$ cat src/hdl/ref_map.vh
`ifndef REF_MAP_VH
`define REF_MAP_VH

// Protected configuration word layout
`define REF_CFG_INT_SEL      0
`define REF_CFG_EN_IO        1
`define REF_CFG_EN_UV        2
`define REF_CFG_EN_OV        3
`define REF_CFG_LIM_LO       4
`define REF_CFG_LIM_HI       6
`define REF_CFG_RST          8'h6E
// Codeword of the reset configuration, parity bits included
`define REF_CFG_CODE_RST     13'h0CF3

// Reset error counter thresholds and preload
`define REF_RERR_PRELOAD     3'h1
`define REF_RERR_INT_SEL0    3'h3
`define REF_RERR_FIN_SEL0    3'h6
`define REF_RERR_INT_SEL1    3'h1
`define REF_RERR_FIN_SEL1    3'h2

// Watchdog error counter
`define REF_WDERR_STEP       4'h2
`define REF_WDERR_LIMIT      4'h6

// Timing
`define REF_CLK_HZ           32'h0EE6_B280
`define REF_LONG_RST_SEC     32'h0000_0008
`define REF_LONG_RST_CYC     (`REF_LONG_RST_SEC * `REF_CLK_HZ)
`define REF_RST_HOLD_CYC     16'h0010

`endif

$ cat src/hdl/ref_hamming.v
`include "ref_map.vh"

module ref_hamming (
	input  wire        clk_in,
	input  wire        rst_in,
	input  wire        clk_en_in,
	input  wire        wr_in,
	input  wire [7:0]  wdata_in,
	input  wire        protect_in,
	input  wire        upset_in,
	input  wire [12:0] upset_mask_in,
	output wire [7:0]  data_out,
	output wire        single_out,
	output wire        double_out
);

	reg  [12:0] code_r;
	wire [3:0]  syn;
	wire        par;
	wire [12:0] fixed;

	function [3:0] syndrome;
		input [12:0] c;
		integer j;
		begin
			syndrome = 4'h0;
			for (j = 1; j < 13; j = j + 1) begin
				if (c[j])
					syndrome = syndrome ^ j[3:0];
			end
		end
	endfunction

	function [12:0] encode;
		input [7:0] d;
		reg   [3:0] s;
		begin
			encode = {d[7:4], 1'b0, d[3:1], 1'b0, d[0], 2'b00, 1'b0};
			s = syndrome(encode);
			encode[1] = s[0];
			encode[2] = s[1];
			encode[4] = s[2];
			encode[8] = s[3];
			encode[0] = ^encode[12:1];
		end
	endfunction

	assign syn   = syndrome(code_r);
	assign par   = ^code_r;
	assign fixed = par ? (code_r ^ (13'h0001 << syn)) : code_r;
	assign data_out   = {fixed[12:9], fixed[7:5], fixed[3]};
	assign single_out = protect_in & par;
	assign double_out = protect_in & ~par & (syn != 4'h0);

	always @(posedge clk_in or posedge rst_in) begin
		if (rst_in) begin
			code_r <= `REF_CFG_CODE_RST;
		end else if (clk_en_in) begin
			if (wr_in)
				code_r <= encode(wdata_in);
			else if (upset_in)
				code_r <= code_r ^ upset_mask_in;
			else if (single_out)
				code_r <= encode(data_out);
		end
	end

endmodule // ref_hamming

$ cat src/hdl/ref_release_key.v
module ref_release_key (
	input  wire [7:0] lfsr_in,
	input  wire [7:0] key_in,
	output wire       match_out
);

	wire [7:0] expect_key;

	// Bit order reversed, then every bit inverted
	assign expect_key = ~{lfsr_in[0], lfsr_in[1], lfsr_in[2], lfsr_in[3],
		lfsr_in[4], lfsr_in[5], lfsr_in[6], lfsr_in[7]};
	assign match_out  = (key_in == expect_key);

endmodule // ref_release_key

$ cat src/hdl/ref_failsafe_core.v
`include "ref_map.vh"

module ref_failsafe_core #(
	parameter [31:0] LONG_RST_CYC = `REF_LONG_RST_CYC,
	parameter [15:0] RST_HOLD_CYC = `REF_RST_HOLD_CYC
) (
	input  wire        clk_in,
	input  wire        rst_in,
	input  wire        clk_en_in,
	input  wire        init_phase_in,
	input  wire        low_power_off_mode_exit_in,
	input  wire        wake_input_zero_in,
	input  wire        wd_refresh_ok_in,
	input  wire        wd_refresh_bad_in,
	input  wire        wd_timeout_in,
	input  wire        wd_init_fail_in,
	input  wire        io_pair_fault_in,
	input  wire        undervoltage_in,
	input  wire        overvoltage_in,
	input  wire        bist_fail_in,
	input  wire        failsafe_stuck_high_in,
	input  wire        reset_stuck_high_in,
	input  wire        spi_reset_req_in,
	input  wire        ext_reset_in,
	input  wire        cfg_wr_in,
	input  wire [7:0]  cfg_data_in,
	input  wire        key_wr_in,
	input  wire [7:0]  key_data_in,
	input  wire [7:0]  watchdog_pseudo_random_word_in,
	input  wire        upset_in,
	input  wire [12:0] upset_mask_in,
	input  wire        flag_clear_in,
	output wire        reset_out_n,
	output wire        failsafe_out_n,
	output wire        regulators_off_out,
	output wire [2:0]  reset_err_count_out,
	output wire [3:0]  wd_err_count_out,
	output wire [2:0]  refresh_count_out,
	output wire [7:0]  cfg_out,
	output wire        single_err_flag_out,
	output wire        double_error_detect_out
);

	localparam [2:0] ST_RUN  = 3'b001;
	localparam [2:0] ST_RST  = 3'b010;
	localparam [2:0] ST_DEEP = 3'b100;

	reg  [2:0]  state_r;
	reg  [2:0]  state_nxt;
	reg  [2:0]  rerr_r;
	reg  [2:0]  rerr_nxt;
	reg  [3:0]  wderr_r;
	reg  [3:0]  wderr_nxt;
	reg  [2:0]  refr_r;
	reg  [2:0]  refr_nxt;
	reg  [15:0] hold_r;
	reg  [15:0] hold_nxt;
	reg  [31:0] long_r;
	reg  [31:0] long_nxt;
	reg         fs_act_r;
	reg         fs_act_nxt;
	reg         rst_n_r;
	reg         fs_n_r;
	reg         regoff_r;
	reg         sec_flag_r;
	reg         ded_flag_r;
	reg         io_prev_r;
	reg         uv_prev_r;
	reg         ov_prev_r;
	reg         fss_prev_r;
	reg         ext_prev_r;
	reg         wake_prev_r;
	reg         ded_prev_r;
	reg  [7:0]  cfg_q_r;

	wire [7:0]  cfg;
	wire        sec_pulse;
	wire        ded_pulse;
	wire        key_match;
	wire        int_sel;
	wire        en_io;
	wire        en_uv;
	wire        en_ov;
	wire [2:0]  refr_limit;
	wire        wd_fail;
	wire        wd_good;
	wire        wderr_hit;
	wire        dec_evt;
	wire        src_evt;
	wire        rst_evt;
	wire        wake_edge;
	wire        fault_now;
	wire        fault_set;
	wire        release_ok;
	wire        restart;

	function [2:0] inter_thr;
		input sel;
		begin
			inter_thr = sel ? `REF_RERR_INT_SEL1 : `REF_RERR_INT_SEL0;
		end
	endfunction

	function [2:0] final_thr;
		input sel;
		begin
			final_thr = sel ? `REF_RERR_FIN_SEL1 : `REF_RERR_FIN_SEL0;
		end
	endfunction

	function rise;
		input now;
		input prev;
		begin
			rise = now & ~prev;
		end
	endfunction

	// Configuration only accepted while init phase is open
	ref_hamming u_cfg (
		.clk_in        (clk_in),
		.rst_in        (rst_in),
		.clk_en_in     (clk_en_in),
		.wr_in         (cfg_wr_in & init_phase_in),
		.wdata_in      (cfg_data_in),
		.protect_in    (~init_phase_in),
		.upset_in      (upset_in),
		.upset_mask_in (upset_mask_in),
		.data_out      (cfg),
		.single_out    (sec_pulse),
		.double_out    (ded_pulse)
	);

	ref_release_key u_key (
		.lfsr_in   (watchdog_pseudo_random_word_in),
		.key_in    (key_data_in),
		.match_out (key_match)
	);

	assign int_sel    = cfg[`REF_CFG_INT_SEL];
	assign en_io      = cfg[`REF_CFG_EN_IO];
	assign en_uv      = cfg[`REF_CFG_EN_UV];
	assign en_ov      = cfg[`REF_CFG_EN_OV];
	assign refr_limit = cfg[`REF_CFG_LIM_HI:`REF_CFG_LIM_LO];

	// Watchdog events only count while the reset is released
	assign wd_fail = state_r[1'b0] & (wd_refresh_bad_in | wd_timeout_in);
	assign wd_good = state_r[1'b0] & wd_refresh_ok_in & ~wd_fail;

	always @* begin
		wderr_nxt = wderr_r;
		if (wd_fail)
			wderr_nxt = (wderr_r >= `REF_WDERR_LIMIT - `REF_WDERR_STEP) ?
				`REF_WDERR_LIMIT : wderr_r + `REF_WDERR_STEP;
		else if (wd_good && wderr_r != 4'h0)
			wderr_nxt = wderr_r - 4'h1;
	end

	assign wderr_hit = wd_fail && (wderr_nxt == `REF_WDERR_LIMIT);

	always @* begin
		refr_nxt = refr_r;
		if (wd_fail)
			refr_nxt = 3'h0;
		else if (wd_good)
			refr_nxt = (refr_r >= refr_limit) ? 3'h0 : refr_r + 3'h1;
	end

	assign dec_evt = wd_good && (refr_r >= refr_limit);

	// Uncorrectable error counts once; it stays until rewritten
	assign src_evt = wderr_hit | wd_init_fail_in | wd_timeout_in
		| (en_io & rise(io_pair_fault_in, io_prev_r))
		| (en_uv & rise(undervoltage_in, uv_prev_r))
		| (en_ov & rise(overvoltage_in, ov_prev_r))
		| rise(failsafe_stuck_high_in, fss_prev_r)
		| rise(ded_pulse, ded_prev_r) | spi_reset_req_in
		| rise(ext_reset_in, ext_prev_r);

	// A new reset is generated only from the released state
	assign rst_evt   = state_r[0] & src_evt;
	assign wake_edge = rise(wake_input_zero_in, wake_prev_r);
	assign restart   = low_power_off_mode_exit_in | (state_r[2] & wake_edge);

	assign fault_now = (en_io & io_pair_fault_in) | (en_uv & undervoltage_in)
		| (en_ov & overvoltage_in) | bist_fail_in | reset_stuck_high_in
		| failsafe_stuck_high_in;
	assign fault_set = fault_now | ded_pulse;

	assign release_ok = key_wr_in & key_match & ~fault_now & ~ded_pulse
		& (rerr_r == 3'h0) & ~state_r[2];

	always @* begin
		rerr_nxt = rerr_r;
		if (restart)
			rerr_nxt = `REF_RERR_PRELOAD;
		else if (rst_evt)
			rerr_nxt = (rerr_r >= final_thr(int_sel)) ?
				final_thr(int_sel) : rerr_r + 3'h1;
		else if (dec_evt && rerr_r != 3'h0)
			rerr_nxt = rerr_r - 3'h1;
	end

	always @* begin
		state_nxt = state_r;
		hold_nxt  = hold_r;
		long_nxt  = long_r;
		case (state_r)
			ST_RUN: begin
				long_nxt = 32'h0000_0000;
				if (rst_evt) begin
					hold_nxt = 16'h0000;
					if (rerr_nxt >= final_thr(int_sel))
						state_nxt = ST_DEEP;
					else
						state_nxt = ST_RST;
				end
			end
			ST_RST: begin
				if (hold_r < RST_HOLD_CYC)
					hold_nxt = hold_r + 16'h0001;
				if (long_r >= LONG_RST_CYC)
					state_nxt = ST_DEEP;
				else begin
					long_nxt = long_r + 32'h0000_0001;
					if (hold_r >= RST_HOLD_CYC && !ext_reset_in)
						state_nxt = ST_RUN;
				end
			end
			ST_DEEP: begin
				hold_nxt = 16'h0000;
				long_nxt = 32'h0000_0000;
			end
			default: begin
				state_nxt = ST_RST;
				hold_nxt  = 16'h0000;
				long_nxt  = 32'h0000_0000;
			end
		endcase
		if (restart) begin
			state_nxt = ST_RST;
			hold_nxt  = 16'h0000;
			long_nxt  = 32'h0000_0000;
		end
	end

	// Set beats release in the same cycle
	always @* begin
		fs_act_nxt = fs_act_r;
		if (release_ok)
			fs_act_nxt = 1'b0;
		if (restart || fault_set || (rerr_nxt >= inter_thr(int_sel)))
			fs_act_nxt = 1'b1;
	end

	always @(posedge clk_in or posedge rst_in) begin
		if (rst_in) begin
			state_r  <= ST_RST;
			rerr_r   <= `REF_RERR_PRELOAD;
			wderr_r  <= 4'h0;
			refr_r   <= 3'h0;
			hold_r   <= 16'h0000;
			long_r   <= 32'h0000_0000;
			fs_act_r <= 1'b1;
			rst_n_r  <= 1'b0;
			fs_n_r   <= 1'b0;
			regoff_r <= 1'b0;
			cfg_q_r  <= `REF_CFG_RST;
		end else if (clk_en_in) begin
			state_r  <= state_nxt;
			rerr_r   <= rerr_nxt;
			wderr_r  <= wderr_hit ? 4'h0 : wderr_nxt;
			refr_r   <= refr_nxt;
			hold_r   <= hold_nxt;
			long_r   <= long_nxt;
			fs_act_r <= fs_act_nxt;
			rst_n_r  <= ~(state_nxt[1] | state_nxt[2]);
			fs_n_r   <= ~(fs_act_nxt | state_nxt[2]);
			regoff_r <= state_nxt[2];
			cfg_q_r  <= cfg;
		end
	end

	// Sticky upset flags, set wins over clear
	always @(posedge clk_in or posedge rst_in) begin
		if (rst_in) begin
			sec_flag_r <= 1'b0;
			ded_flag_r <= 1'b0;
		end else if (clk_en_in) begin
			sec_flag_r <= sec_pulse | (sec_flag_r & ~flag_clear_in);
			ded_flag_r <= ded_pulse | (ded_flag_r & ~flag_clear_in);
		end
	end

	// Edge detection on level fault, external reset, wake and double-error inputs
	always @(posedge clk_in or posedge rst_in) begin
		if (rst_in) begin
			io_prev_r   <= 1'b0;
			uv_prev_r   <= 1'b0;
			ov_prev_r   <= 1'b0;
			fss_prev_r  <= 1'b0;
			ext_prev_r  <= 1'b0;
			wake_prev_r <= 1'b0;
			ded_prev_r  <= 1'b0;
		end else if (clk_en_in) begin
			io_prev_r   <= io_pair_fault_in;
			uv_prev_r   <= undervoltage_in;
			ov_prev_r   <= overvoltage_in;
			fss_prev_r  <= failsafe_stuck_high_in;
			ext_prev_r  <= ext_reset_in;
			wake_prev_r <= wake_input_zero_in;
			ded_prev_r  <= ded_pulse;
		end
	end

	assign reset_out_n             = rst_n_r;
	assign failsafe_out_n          = fs_n_r;
	assign regulators_off_out      = regoff_r;
	assign reset_err_count_out     = rerr_r;
	assign wd_err_count_out        = wderr_r;
	assign refresh_count_out       = refr_r;
	assign cfg_out                 = cfg_q_r;
	assign single_err_flag_out     = sec_flag_r;
	assign double_error_detect_out = ded_flag_r;

endmodule // ref_failsafe_core

$ cat config.mk
export PLATFORM = sky130hd
export DESIGN_NAME = ref_failsafe_core
export DESIGN_NICKNAME = d
export VERILOG_FILES = /design/src/hdl/ref_hamming.v /design/src/hdl/ref_release_key.v /design/src/hdl/ref_failsafe_core.v
export VERILOG_INCLUDE_DIRS = /design/src /design/src/hdl
export SDC_FILE = /design/constraint.sdc
export NUM_CORES = 1
export LEC_CHECK = 0
export BUFFER_PORTS_ARGS = -buffer_cell sky130_fd_sc_hd__buf_4
export CORE_ASPECT_RATIO = 0.75
export CORE_MARGIN = 2
export CORE_UTILIZATION = 43
export CTS_CLUSTER_SIZE = 25
export DETAILED_ROUTE_END_ITERATION = 10
export PLACE_DENSITY = 0.65
export SLEW_MARGIN = 20
export SYNTH_ARGS = -nofsm -noshare
export SYNTH_HDL_FRONTEND = slang
export SYNTH_SLANG_ARGS = --single-unit
$ cat constraint.sdc
create_clock -name clk_in -period 4.9 [get_ports clk_in]
set_clock_uncertainty 0.05 [all_clocks]
set_input_delay 0.49 -clock clk_in [delete_from_list [all_inputs] [get_ports clk_in]]
set_output_delay 0.49 -clock clk_in [all_outputs]
set_load 0.03 [all_outputs]
Yosys cells after proc, flatten, opt, wreduce, memory -nomap -nowiden
Index checks and enable logic that the tools add are counted.

Add/subtract/negate cells: 7. Multiply operators: 0. Divide/modulo/power cells: 0. Magnitude comparators: 8. Eq/ne operators: 10. Shifts and indexed selects: 1. Multiplexer cells: 108. Bitwise logic cells: 94. Reductions and logical operators: 22.

Operators with widths (count): two-way mux 4 bit (65); two-way mux 32 bit (3); two-way mux 3 bit (23); two-way mux 13 bit (4); two-way mux 16 bit (3); adder 32 x 1 -> 32 bit (second input constant) (1); >= comparator 32 x 31 -> 1 bit (second input constant) (1); inverter 2 bit (16); one-hot mux 16 bit (2 select lines) (1); AND 1 bit (29); XOR 13 bit (2); XOR reduction 12 bit (2); OR 1 bit (21); inverter 3 bit (6); adder 16 x 1 -> 16 bit (second input constant) (1); >= comparator 16 x 5 -> 1 bit (second input constant) (1); less-than comparator 16 x 5 -> 1 bit (second input constant) (1); inverter 1 bit (16); XOR reduction 13 bit (1); << shifter 1 x 4 -> 13 bit (first input constant) (1); two-way mux 2 bit (5); >= comparator 3 bit (3); != test 3 bit (second input constant) (3); one-hot mux 3 bit (3 select lines) (1); other kinds (26) (40).

Register bits after elaboration: 95. Bits in latches: 0. Bits in writable memories: 0. Bits in read-only memories: 0. Input port bits: 59. Logic and storage cells: 272. Memories kept: 0.

Depth between registers and ports, before layout
Gate-level depths: netlist (run 1).

Depth after elaboration: 74. Gate-level depth with buffers: 22.

By module
A second synthesis (run 1) with hierarchy kept.

Cell total of the unflattened synthesis: 713. Area total of the unflattened synthesis: 6396.1 sq um.

By module, submodules not included: ref_failsafe_core (times used 1, cells each 487, area each 4588.2 sq um); ref_hamming (times used 1, cells each 215, area each 1721.7 sq um); ref_release_key (times used 1, cells each 11, area each 86.3 sq um).

Worst setup path before layout (run 1)
Ideal clock, no wire load.

Kind: register to register. Start point: register u_cfg.code_r[11]. End point: register state_r[1]. Setup time: 73 ps. Arrival: 4326 ps. Data required time: 4777 ps. Setup slack: 451 ps. Stages on the path, launching flop included: 22. Cell sequence: dfstp_2 > buf_2 > xnor2_1 > xnor3_1 > nor2_1 > a21boi_0 > xnor2_1 > inv_1 > ha_1 > nand2b_1 > a21o_1 > a21oi_1 > nor3_1 > nand2_1 > xnor2_1 > nand2_1 > mux2i_1 > ha_1 > nand2_1 > o21bai_1 > or4_1 > a21oi_1.

Elaborated cells between the ends (all ways): 37.

RTL lines: from (decl) (RTL line ref_hamming.v:17) `reg [12:0] code_r;`; from (signal assigned) (RTL line ref_hamming.v:57) `` code_r <= `REF_CFG_CODE_RST; ``; from (signal assigned) (RTL line ref_hamming.v:60) `code_r <= encode(wdata_in);`; from (signal assigned) (RTL line ref_hamming.v:62) `code_r <= code_r ^ upset_mask_in;`; two-way mux 4 bit (RTL line ref_hamming.v:28) `if (c[j])`; inverter 2 bit (no line); two-way mux 4 bit (RTL line ref_hamming.v:28); << shifter 1 x 4 -> 13 bit (RTL line ref_hamming.v:50) `assign fixed = par ? (code_r ^ (13'h0001 << syn)) : code_r;`; XOR 13 bit (RTL line ref_hamming.v:50); two-way mux 13 bit * (RTL line ref_hamming.v:50); net cfg[4] (RTL line ref_failsafe_core.v:76) `wire [7:0] cfg;`; >= comparator 3 bit * (RTL line ref_failsafe_core.v:169) `assign dec_evt = wd_good && (refr_r >= refr_limit);`; [3 not listed]; two-way mux 3 bit * (RTL line ref_failsafe_core.v:197) `else if (rst_evt)`; two-way mux 3 bit * (RTL line ref_failsafe_core.v:195) `if (restart)`; net rerr_nxt[2] (RTL line ref_failsafe_core.v:51) `reg [2:0] rerr_nxt;`; >= comparator 3 bit * (RTL line ref_failsafe_core.v:213) `if (rerr_nxt >= final_thr(int_sel))`; two-way mux 3 bit * (RTL line ref_failsafe_core.v:213); two-way mux 3 bit * (RTL line ref_failsafe_core.v:211) `if (rst_evt) begin`; one-hot mux 3 bit (3 select lines) * (RTL line ref_failsafe_core.v:208) `case (state_r)`; two-way mux 3 bit * (RTL line ref_failsafe_core.v:240) `if (restart) begin`; to (signal assigned) (RTL line ref_failsafe_core.v:270) `state_r <= state_nxt;`; to (decl) (RTL line ref_failsafe_core.v:48) `reg [2:0] state_r;`.

The timed path passes the listed nets; every way through them passes the cells marked *. The select of a mux whose other input is x is not followed. A chain may end at the register's enable or synchronous reset.

Worst setup path in the final report (run 1)
Start point: register u_cfg.code_r[7]. End point: register fs_n_r, in the netlist failsafe_out_n.

Elaborated cells between the ends (all ways): 67.

RTL lines: two-way mux 3 bit (RTL line ref_hamming.v:28); two-way mux 4 bit (RTL line ref_hamming.v:28); inverter 2 bit (no line) or two-way mux 4 bit (tied branches); two-way mux 4 bit or inverter 2 bit (tied branches); two-way mux 4 bit (RTL line ref_hamming.v:28); inverter 3 bit (no line); two-way mux 4 bit (2 in a row) (RTL line ref_hamming.v:28); << shifter 1 x 4 -> 13 bit (RTL line ref_hamming.v:50); [2 not listed]; net cfg[4] (RTL line ref_failsafe_core.v:76); [6 not listed]; net rerr_nxt[2] (RTL line ref_failsafe_core.v:51); >= comparator 3 bit (RTL line ref_failsafe_core.v:213); two-way mux 3 bit (RTL line ref_failsafe_core.v:213); two-way mux 3 bit (RTL line ref_failsafe_core.v:211); one-hot mux 3 bit (3 select lines) (RTL line ref_failsafe_core.v:208); two-way mux 3 bit (RTL line ref_failsafe_core.v:240); OR 1 bit * (RTL line ref_failsafe_core.v:278) `fs_n_r <= ~(fs_act_nxt | state_nxt[2]);`; inverter 1 bit * (RTL line ref_failsafe_core.v:278); to (signal assigned) (RTL line ref_failsafe_core.v:278); to (decl) (RTL line ref_failsafe_core.v:63) `reg fs_n_r;`.

Marked as above.

==> flow_metrics.py, run 1 <==
metrics = {
    "pwr": {
        "finalPower_w": 0.00466,
        "p_switching_w": 0.00200,
        "p_leak_nw": 3.18,
        "seq_power_share_pct": 23.2,
        "ir_drop_uv": 415,
        "power.internal_w": 0.00266,
        "clockPowerShare_pct": 15.4,
        "pwr-share-comb_pct": 61.4,
        "netSwitchingFraction_pct": 42.9,
        "power.density_nw_per_um2": 638,
    },
    "yosys": {
        "syn_avg_cell_area_um2": 8.85,
        "synthFlopType": "dfrtp_1",
        "yosys_warnings": 0,
        "synth-edff-count": 0,
        "synth-seq-cells": 94,
        "netlist_area_um2": 6200,
        "syn_nets": 778,
        "synth_async_sr_flop_share_pct": 100,
        "synth_cell_type_count": 65,
        "synth-seq-area-share_pct": 38.3,
        "synthCells": 700,
    },
    "clock_network": {
        "root_buffer": "clkbuf_16",
        "clkLatencyLatePin_ns": 0.35,
        "cts_sinks": 94,
        "cts-htree-levels": 3,
        "cts_tree": "done",
        "clockBufferDepth": 2,
        "clkTransAtPathRegs_ns": 0.06,
        "cts_buffers": 9,
        "post-cts-setup-buffer-count": 0,
        "hold_buffers": 0,
    },
    "cells_and_area": {
        "antennaDiodeCount": 0,
        "drive_gt1_share_pct": 19.9,
        "fin_util_pct": 52.5,
        "synthToLayoutAreaGrowth_pct": 17.8,
        "nNetsFinal": 852,
        "stdcell_area_um2": 7300,
        "fill_cells": 1289,
    },
    "floorplanning": {
        "core_um2": 13900,
        "dieArea_um2": 15400,
        "io_pins": 82,
        "die_height_um": 108,
        "num_rows": 37,
        "start_util_pct": 44.6,
        "die_w_um": 143,
    },
    "timing": {
        "setup_tns_ns": 0,
        "max_freq_mhz": 221,
        "final-setup-viol-count": 0,
        "maxSlewHeadroom_pct": 47.4,
        "timing.hold.ws_ns": 0.251,
        "finalHoldViolCount": 0,
        "max_slew.worst_pin.slew_ns": 0.789,
        "fin_crit_sh_pct": 92.1,
        "rsz0062_at_grt": "false",
        "period_needed_ns": 4.51,
        "drv_slew": 0,
    },
    "status": {
        "status": "completed",
    },
    "setup_path": {
        "max_stage_delay_ns": 0.61,
        "critical_path.slowest_cell": "dfstp_2",
        "cp-start-kind": "register",
        "path_class": "reg -> reg",
        "critPathCaptureType": "register",
        "crit_chain": "xnor2_2 -> xor3_2 -> nor2_1 -> a21boi_0 -> xnor2_1 -> inv_1 -> ha_1 -> nand2b_1 -> a21o_1 -> a21oi_2 -> nor3_2 -> nand2_1 -> xnor2_1 -> nand2_1 -> mux2i_1 -> ha_1 -> nand2_1 -> o21bai_1 -> nand3b_1 -> o21ai_0 -> o41ai_2",
        "cp_common_cell": "nand2_1",
        "r2r_slack_ns": 0.39,
        "crit_arrival_ns": 4.71,
        "crit_required_ns": 5.09,
        "critPathMaxFanout": 5,
    },
    "route": {
        "ant_nets": 0,
        "wl_per_cell_um": 15.8,
        "postRouteWirelength_mm": 15.1,
        "first_pass_iters": 5,
        "vias_per_cell": 5.51,
        "drtIter0Drc": 396,
        "vias": 5252,
        "drc_errors": 0,
    },
    "global_route": {
        "grt_pass1_wl_mm": 24.8,
        "track_usage_pct": 20.2,
        "grt_max_degree": 64,
        "grt.overflow.total": 0,
        "grt_pass1_vias": 5053,
        "antenna_found_initial": 0,
    },
    "placed_design": {
        "hpwl_mm": 11.3,
        "gp_congestion": 0.857,
        "dpl_cell_area_um2": 6980,
        "io_buffers": 81,
    },
    "min_path": {
        "hold_class": "in -> async",
    },
    "flow_run": {
        "drv_cap": 0,
    },
}
## registers in the layout (all words and copies together), names as in the netlist, 3 cells and up
signal and flops:
cfg_out 8, long_r 32, reset_err_count_out 3, refresh_count_out 3, state_r 3, hold_r 16, wd_err_count_out 4, u_cfg.code_r 13
## cell usage after synthesis (all sizes together) (4+ instances only)
master / n / area (um2)
o22ai: 5 / 31.3
o211ai: 6 / 45.0
mux2: 11 / 124
nand3: 25 / 138
nand2: 67 / 251
a21o: 6 / 45.0
nor3: 12 / 60.1
ha: 19 / 238
xnor3: 4 / 90.1
a31oi: 8 / 56.3
o31ai: 4 / 30.0
o21a: 5 / 45.0
clkbuf: 20 / 75.1
xor2: 21 / 199
and3: 10 / 62.6
xnor2: 68 / 618
dfstp: 16 / 420
and2: 9 / 56.3
inv: 32 / 120
a21oi: 50 / 254
nor4: 12 / 75.1
nor2: 81 / 304
dfrtp: 78 / 1950
o21ai: 46 / 230
nand4: 13 / 81.3
or3: 12 / 75.1
a211oi: 8 / 60.1
nand2b: 5 / 31.3
buf: 7 / 41.3
## power by group through the flow
stage / clock network (W) / logic, W / registers, W
after floorplan: 0 / 0.00213 / 0.00111
after global placement: 0 / 0.00281 / 0.00109
after detailed placement: 0 / 0.00281 / 0.00109
after CTS: 0.000738 / 0.00283 / 0.00108
after global routing: 0.000770 / 0.00314 / 0.00110
final: 0.000717 / 0.00286 / 0.00108
## worst paths after layout
check,start,end,cells after the start
worst max-delay path,u_cfg.code_r[7],failsafe_out_n,21
worst min-delay path,rst_in,cfg_out[7],2
worst max register to register,u_cfg.code_r[7],failsafe_out_n,21
worst min register to register,double_error_detect_out,double_error_detect_out,1
max in group asynchronous,rst_in,fs_act_r,3
min in group clk_in,wake_input_zero_in,wake_prev_r,3
## kinds of logic after synthesis
logic type               Yosys count  synth area share (%)
AND/OR/NAND/NOR                  257                  19.7
AO/OA/AOI/OAI                    162                  16.7
XOR/XNOR                          94                  15.0
flip-flops                        94                  38.3
buffers and inverters             60                  3.88
adder cells (fa/ha/maj)           19                  3.84
multiplexers                      14                  2.48
## worst max-delay path, delay by kind of cell (launching register included)
family / cells / cell delay (ns)
AO/OA/AOI/OAI: 6 / 1.20
XOR/XNOR: 4 / 1.04
AND/OR/NAND/NOR: 7 / 0.71
flip-flops: 1 / 0.61
adder cells (fa/ha/maj): 2 / 0.51
multiplexers: 1 / 0.21
buffers and inverters: 1 / 0.06
## placed cells by master (no fill, tap or decap), types with 9 or more instances in the layout
master / synthesis / routed
nor2_1: 81 / 81
a21oi_1: 49 / 48
and3_1: 10 / 10
or3_1: 12 / 12
and2_1: 9 / 9
inv_1: 32 / 31
dfstp_2: 16 / 16
nor3_1: 12 / 11
xor2_1: 19 / 19
nand2_1: 67 / 67
nand3_1: 24 / 24
clkbuf_16: 0 / 9
dfrtp_1: 78 / 78
nor4_1: 12 / 12
o21ai_0: 43 / 43
xnor2_1: 65 / 65
nand4_1: 13 / 13
buf_4: 0 / 90
mux2_2: 11 / 11
ha_1: 19 / 19
## through the flow
step | setup slack, ns | instances
final | 0.385 | 954
after detailed placement | 0.296 | 938
after CTS | 0.253 | 954
after global routing | 0.0405 | 954
after floorplan | 0.451 | 700
after global placement | 0.436 | 938
## metal layers
layer,share of wire [%],wire [um],global-route usage (%)
met5,0,0,0
met4,1.0,157,4.31
met3,5.7,855,4.96
met2,46,6980,32.6
met1,47,7060,27.9
## repair_timing
action / 4_1_cts / 5_1_grt
endpoints found under the hold margin: 0 / 0
endpoints found under the setup margin: 0 / 3
resized for setup: 0 / 3
## area by class of cell
cell class | instances | area [um2] | share of cell area (%)
timing repair buffer | 90 | 676 | 9.26
clock buffer | 13 | 260 | 3.57
tap | 175 | 219 | 3.00
multi-input combinational | 546 | 3600 | 49.3
sequential | 94 | 2370 | 32.5
inverter | 33 | 126 | 1.73
clock inverter | 3 | 43.8 | 0.600
(Power assumes the default switching activity.)
==> run 2, diff against run 1 <==
--- a/config.mk
+++ b/config.mk
@@ -13,6 +13,7 @@
 export CTS_CLUSTER_SIZE = 25
 export DETAILED_ROUTE_END_ITERATION = 10
 export PLACE_DENSITY = 0.65
+export SETUP_SLACK_MARGIN = 0.5
 export SLEW_MARGIN = 20
 export SYNTH_ARGS = -nofsm -noshare
 export SYNTH_HDL_FRONTEND = slang
==> flow_metrics.py, run 2 (synthesized netlist as in run 1, its figures left out) <==
metrics = {
    "timing": {
        "timing.hold.ws_ns": 0.226,
        "final-setup-viol-count": 0,
        "drv_slew": 0,
        "maxSlewHeadroom_pct": 52.1,
        "max_slew.worst_pin.slew_ns": 0.718,
        "rsz0062_at_grt": "true",
        "max_freq_mhz": 236,
        "fin_crit_sh_pct": 86.5,
        "setup_tns_ns": 0,
        "period_needed_ns": 4.24,
        "finalHoldViolCount": 0,
    },
    "floorplanning": {
        "die_height_um": 108,
        "start_util_pct": 44.6,
        "io_pins": 82,
        "die_w_um": 143,
        "num_rows": 37,
        "core_um2": 13900,
        "dieArea_um2": 15400,
    },
    "placed_design": {
        "dpl_cell_area_um2": 6980,
        "io_buffers": 81,
        "hpwl_mm": 11.5,
        "gp_congestion": 0.821,
    },
    "setup_path": {
        "path_class": "reg -> reg",
        "critical_path.slowest_cell": "dfstp_2",
        "cp-start-kind": "register",
        "timing.critical_path.max_delay_family": "simple AND/OR/NAND/NOR gates",
        "r2r_slack_ns": 0.66,
        "critPathCaptureType": "register",
        "cp_num_buf_inv": 1,
        "critPathMaxFanout": 4,
        "crit_chain": "xnor2_4 -> xor3_2 -> nor2_4 -> a21boi_4 -> xnor2_2 -> inv_1 -> ha_1 -> nand2b_1 -> a21o_1 -> a21oi_4 -> nor3_4 -> nand2_1 -> xnor2_1 -> nand2_1 -> mux2i_4 -> ha_1 -> nand2_1 -> o21bai_1 -> or4_4 -> a21oi_2",
        "cp_common_cell": "nand2_1",
        "crit_required_ns": 5.13,
        "max_stage_delay_ns": 0.59,
        "crit_arrival_ns": 4.47,
    },
    "cells_and_area": {
        "fill_cells": 1263,
        "register_area_um2": 2370,
        "stdcell_area_um2": 7520,
        "regMostFlops": "long_r",
        "nNetsFinal": 866,
        "antennaDiodeCount": 0,
        "multi_input_area_um2": 3740,
        "final_cell_mix": "104 x buf_4, 80 x nor2_1, 77 x dfrtp_1",
        "top_regs": "long_r: 32 flops, hold_r: 16 flops, u_cfg.code_r: 13 flops",
        "synthToLayoutAreaGrowth_pct": 21.4,
        "largest_register_ffs": 32,
        "final_common_cell": "buf_4",
        "drive_gt1_share_pct": 23.5,
    },
    "global_route": {
        "antenna_found_initial": 0,
        "grt_pass1_wl_mm": 25.5,
        "grt_pass1_vias": 5232,
        "grt.overflow.total": 0,
        "grt_max_degree": 58,
        "track_usage_pct": 20.8,
    },
    "pwr": {
        "ir_drop_uv": 420,
        "p_leak_nw": 3.29,
        "power.density_nw_per_um2": 676,
    },
    "clock_network": {
        "clkLatencyLatePin_ns": 0.34,
        "cts_sinks": 94,
        "clkTransAtPathRegs_ns": 0.07,
        "cts_buffers": 9,
        "hold_buffers": 0,
        "cts_tree": "done",
        "clockBufferDepth": 2,
        "root_buffer": "clkbuf_16",
        "cts-htree-levels": 3,
    },
    "route": {
        "ant_nets": 0,
        "postRouteWirelength_mm": 15.6,
        "drc_errors": 0,
        "vias_per_cell": 5.54,
        "first_pass_iters": 5,
        "vias": 5361,
        "wl_per_cell_um": 16.1,
        "drtIter0Drc": 386,
    },
    "status": {
        "status": "completed",
    },
    "flow_run": {
        "drv_cap": 0,
    },
    "min_path": {
        "hold_class": "in -> async",
    },
}
[run 2: where the power goes]
group          total (W)  switching [W]  leakage (nW)  internal [W]
registers        0.00110       0.000156          1.21      0.000941
logic            0.00331        0.00173          1.94       0.00159
clock network   0.000675       0.000301         0.139      0.000374
total            0.00509        0.00218          3.29       0.00290
[run 2: layer usage]
layer	track usage (%)	part of all wire, %	vias to the layer above
met2	34.2	47	119
met5	0	0	-
met4	4.95	0.84	0
met3	4.25	4.4	12
li1	-	-	2620
met1	28.4	47	2610
[run 2: layout make-up]
type | count | area share [%]
Sequential cell | 94 | 31.5
Clock buffer | 12 | 3.41
Inverter | 33 | 1.68
Timing Repair Buffer | 104 | 10.4
Clock inverter | 4 | 0.399
Multi-Input combinational cell | 546 | 49.7
Tap cell | 175 | 2.91
[run 2: timing repair]
item / 4_1_cts / 5_1_grt
endpoints found under the setup margin: 4 / 4
pin swaps: 2 / 13
setup buffers: 3 / 12
gates resized for setup: 6 / 19
hold endpoints to repair: 0 / 0
[run 2: metrics by stage]
step	std cells	setup slack, ns	power, W	utilization, %
2_1_floorplan	700	0.506	0.00325	-
3_3_place_gp	937	0.343	0.00387	50.3
3_5_place_dp	937	0.132	0.00393	50.3
4_1_cts	956	0.557	0.00470	52.7
5_1_grt	968	0.425	0.00542	54.2
6_report	968	0.661	0.00509	54.2
[run 2: worst paths after layout]
kind | cells past startpoint | from | endpoint
max | 20 | u_cfg.code_r[5] | state_r[1]
min | 2 | rst_in | long_r[14]
max reg2reg | 20 | u_cfg.code_r[5] | state_r[1]
min reg2reg | 1 | ded_prev_r | ded_prev_r
max in group asynchronous | 3 | rst_in | reset_err_count_out[0]
min in group clk_in | 3 | wake_input_zero_in | wake_prev_r
[run 2: worst register-to-register path: cells and delay by family, from the launching register on]
family | cells | cell delay [ns]
AND/OR/NAND/NOR | 7 | 1.01
AO/OA/AOI/OAI | 5 | 0.81
adder cells (fa/ha/maj) | 2 | 0.52
flip-flops | 1 | 0.59
buffers and inverters | 1 | 0.06
XOR/XNOR | 4 | 0.95
multiplexers | 1 | 0.19
==> run 3, diff against run 2 <==
--- a/config.mk
+++ b/config.mk
@@ -17,4 +17,5 @@
 export SLEW_MARGIN = 20
 export SYNTH_ARGS = -nofsm -noshare
 export SYNTH_HDL_FRONTEND = slang
+export SYNTH_HIERARCHICAL = 1
 export SYNTH_SLANG_ARGS = --single-unit
==> flow_metrics.py, run 3 <==
metrics = {
    "placed_design": {
        "io_buffers": 81,
        "gp_congestion": 0.896,
        "hpwl_mm": 12.8,
    },
    "route": {
        "drc_errors": 0,
        "first_pass_iters": 5,
        "drtIter0Drc": 526,
        "vias_per_cell": 5.85,
        "vias": 6015,
        "wl_per_cell_um": 17.8,
        "postRouteWirelength_mm": 18.3,
        "ant_nets": 0,
    },
    "timing": {
        "max_slew.worst_pin.slew_ns": 0.898,
        "setup_tns_ns": 0,
        "period_needed_ns": 4.36,
        "final-setup-viol-count": 0,
        "fin_crit_sh_pct": 89.1,
        "drv_slew": 0,
        "rsz0062_at_grt": "true",
        "finalHoldViolCount": 0,
        "maxSlewHeadroom_pct": 40.1,
        "max_freq_mhz": 229,
    },
    "cells_and_area": {
        "synthToLayoutAreaGrowth_pct": 27.6,
        "drive_gt1_share_pct": 28.7,
        "regMostFlops": "long_r",
        "top_regs": "long_r: 32 flops, hold_r: 16 flops, u_cfg/code_r: 13 flops",
        "nNetsFinal": 901,
        "largest_register_ffs": 32,
        "final_cell_mix": "125 x buf_4, 76 x dfrtp_1, 69 x nand2_1",
        "antennaDiodeCount": 0,
        "final_common_cell": "buf_4",
    },
    "pwr": {
        "p_leak_nw": 3.51,
        "finalPower_w": 0.00559,
        "ir_drop_uv": 502,
        "power.density_nw_per_um2": 685,
    },
    "global_route": {
        "antenna_found_initial": 0,
        "grt_pass1_wl_mm": 28.5,
        "grt_pass1_vias": 5509,
        "track_usage_pct": 23.1,
        "grt.overflow.total": 0,
        "grt_max_degree": 57,
    },
    "floorplanning": {
        "die_w_um": 145,
        "io_pins": 82,
        "die_height_um": 110,
        "start_util_pct": 44.1,
        "dieArea_um2": 15900,
        "core_um2": 14500,
        "num_rows": 38,
    },
    "setup_path": {
        "critPathCaptureType": "register",
        "cp-start-kind": "register",
        "critPathMaxFanout": 5,
        "ff2ff_path_depth": 20,
        "max_stage_delay_ns": 0.60,
        "path_class": "reg -> reg",
        "critical_path.slowest_cell": "dfstp_2",
        "crit_required_ns": 5.10,
        "crit_arrival_ns": 4.56,
        "crit_chain": "xor2_4 -> buf_4 -> buf_4 -> xnor2_2 -> nand2_1 -> nor2_1 -> xor2_1 -> inv_1 -> ha_1 -> nand2_1 -> o21ai_2 -> nand3_1 -> mux2_4 -> mux2i_4 -> nor2_1 -> ha_1 -> a31oi_2 -> nor4bb_2 -> a221oi_2 -> a31o_2",
    },
    "clock_network": {
        "cts_tree": "done",
        "cts_buffers": 9,
        "clockBufferDepth": 2,
        "cts_sinks": 94,
        "clkTransAtPathRegs_ns": 0.07,
        "root_buffer": "clkbuf_16",
        "cts-htree-levels": 3,
        "clkLatencyLatePin_ns": 0.36,
    },
    "yosys": {
        "yosys_warnings": 6,
        "yosys-mux-area-fraction_pct": 3.89,
        "synthFlopType": "dfrtp_1",
        "synth-xor-area-share_pct": 11.8,
        "syn_nets": 791,
        "synth_async_sr_flop_share_pct": 100,
        "synth-edff-count": 0,
        "synthCells": 713,
        "synthAdderAreaFrac_pct": 3.72,
        "syn_avg_cell_area_um2": 8.97,
        "synth_simple_gate_area_share_pct": 21.5,
        "synth_compound_area_share_pct": 18.3,
        "synth.most_common_cell": "dfrtp_1",
        "synth.area.top_cells": "dfrtp_1 31%, dfstp_2 6.6%, xnor2_1 4.8%",
        "ys_top_cells_by_count": "78 x dfrtp_1, 69 x nand2_1, 60 x nor2_1",
        "yosysTopAreaCellShare_pct": 30.5,
        "synth_top_family_by_area": "simple AND/OR/NAND/NOR gates",
        "yosysTopAreaCell": "dfrtp_1",
        "netlist_area_um2": 6400,
        "synth_cell_type_count": 82,
        "synth-seq-cells": 94,
        "synth-seq-area-share_pct": 37.1,
    },
    "min_path": {
        "hold_class": "in -> async",
    },
    "flow_run": {
        "drv_cap": 0,
    },
    "status": {
        "status": "completed",
    },
}
-- run 3: cell count changes in the layout (fill, tap and decap cells not counted), sizes merged, moves of 11 or more --
| cell | previous run | this run |
|---|---|---|
| buf | 104 | 127 |
| nor2 | 81 | 60 |
| xor2 | 21 | 33 |
| nor2b | 3 | 16 |
| o31ai | 4 | 17 |
| xnor2 | 68 | 38 |
| or4 | 2 | 13 |
-- run 3: through the flow --
step	cells	hold WS, ns	util, %	instance area (um2)	setup WS, ns
2_1_floorplan	713	0.311	-	6400	0.625
3_3_place_gp	975	0.425	49.7	7200	0.416
3_5_place_dp	975	0.430	49.7	7200	0.123
4_1_cts	1004	0.166	53.4	7740	0.502
5_1_grt	1028	0.0336	56.3	8160	0.291
6_report	1028	0.0284	56.3	8160	0.536
-- run 3: final timing paths --
path | slack (ns) | startpoint | end
max in group asynchronous | 3.79 | rst_in | cfg_out[6]
min in group clk_in | 0.33 | wake_input_zero_in | wake_prev_r
setup / recovery | 0.54 | u_cfg/code_r[1] | failsafe_out_n
hold / removal | 0.03 | rst_in | hold_r[7]
hold reg to reg | 0.44 | double_error_detect_out | double_error_detect_out
setup reg to reg | 0.54 | u_cfg/code_r[1] | failsafe_out_n
-- run 3: final cells by class --
class / count / area (um2)
fillers: 1269 / 6340
repair buffers: 127 / 973
clock buffers: 12 / 236
inverters: 31 / 118
flip-flops and latches: 94 / 2370
well taps: 200 / 250
clock inverters: 4 / 97.6
multi-input cells: 560 / 4110
-- run 3: cell families after synthesis --
| group | after synthesis |
|---|---|
| compound gates | 177 |
| xor+xnor | 74 |
| fa+ha+maj | 19 |
| buf+inv | 59 |
| flops | 94 |
| mux | 23 |
| simple gates | 267 |
-- run 3: power breakdown --
group | total (W) | switching (W) | internal, W
sequential | 0.00110 | 0.000157 | 0.000938
clock | 0.000809 | 0.000310 | 0.000500
combinational | 0.00369 | 0.00201 | 0.00168
-- run 3: worst max-delay path: cells and delay by family (launching register included) --
family          cells  cell delay [ns]
compound gates      4             0.60
mux                 2             0.50
xor+xnor            3             0.68
buf+inv             3             0.34
flops               1             0.60
simple gates        6             0.91
fa+ha+maj           2             0.56
-- run 3: metal layers --
layer  share of wire, %  track usage (%)  up-vias
li1                   -                -     2792
met1                 47             34.4     2936
met2                 44             35.1      262
met3                7.5             4.97       25
met4                1.5             3.68        0
met5                  0                0        -
-- run 3: what timing repair did --
item | CTS | global route
endpoints found under the hold margin | 0 | 0
endpoints found under the setup margin | 4 | 4
gates cloned | 0 | 0
gates resized for setup | 21 | 36
setup buffers | 13 | 22
pin swaps | 10 | 27
hold buffers | 0 | 0
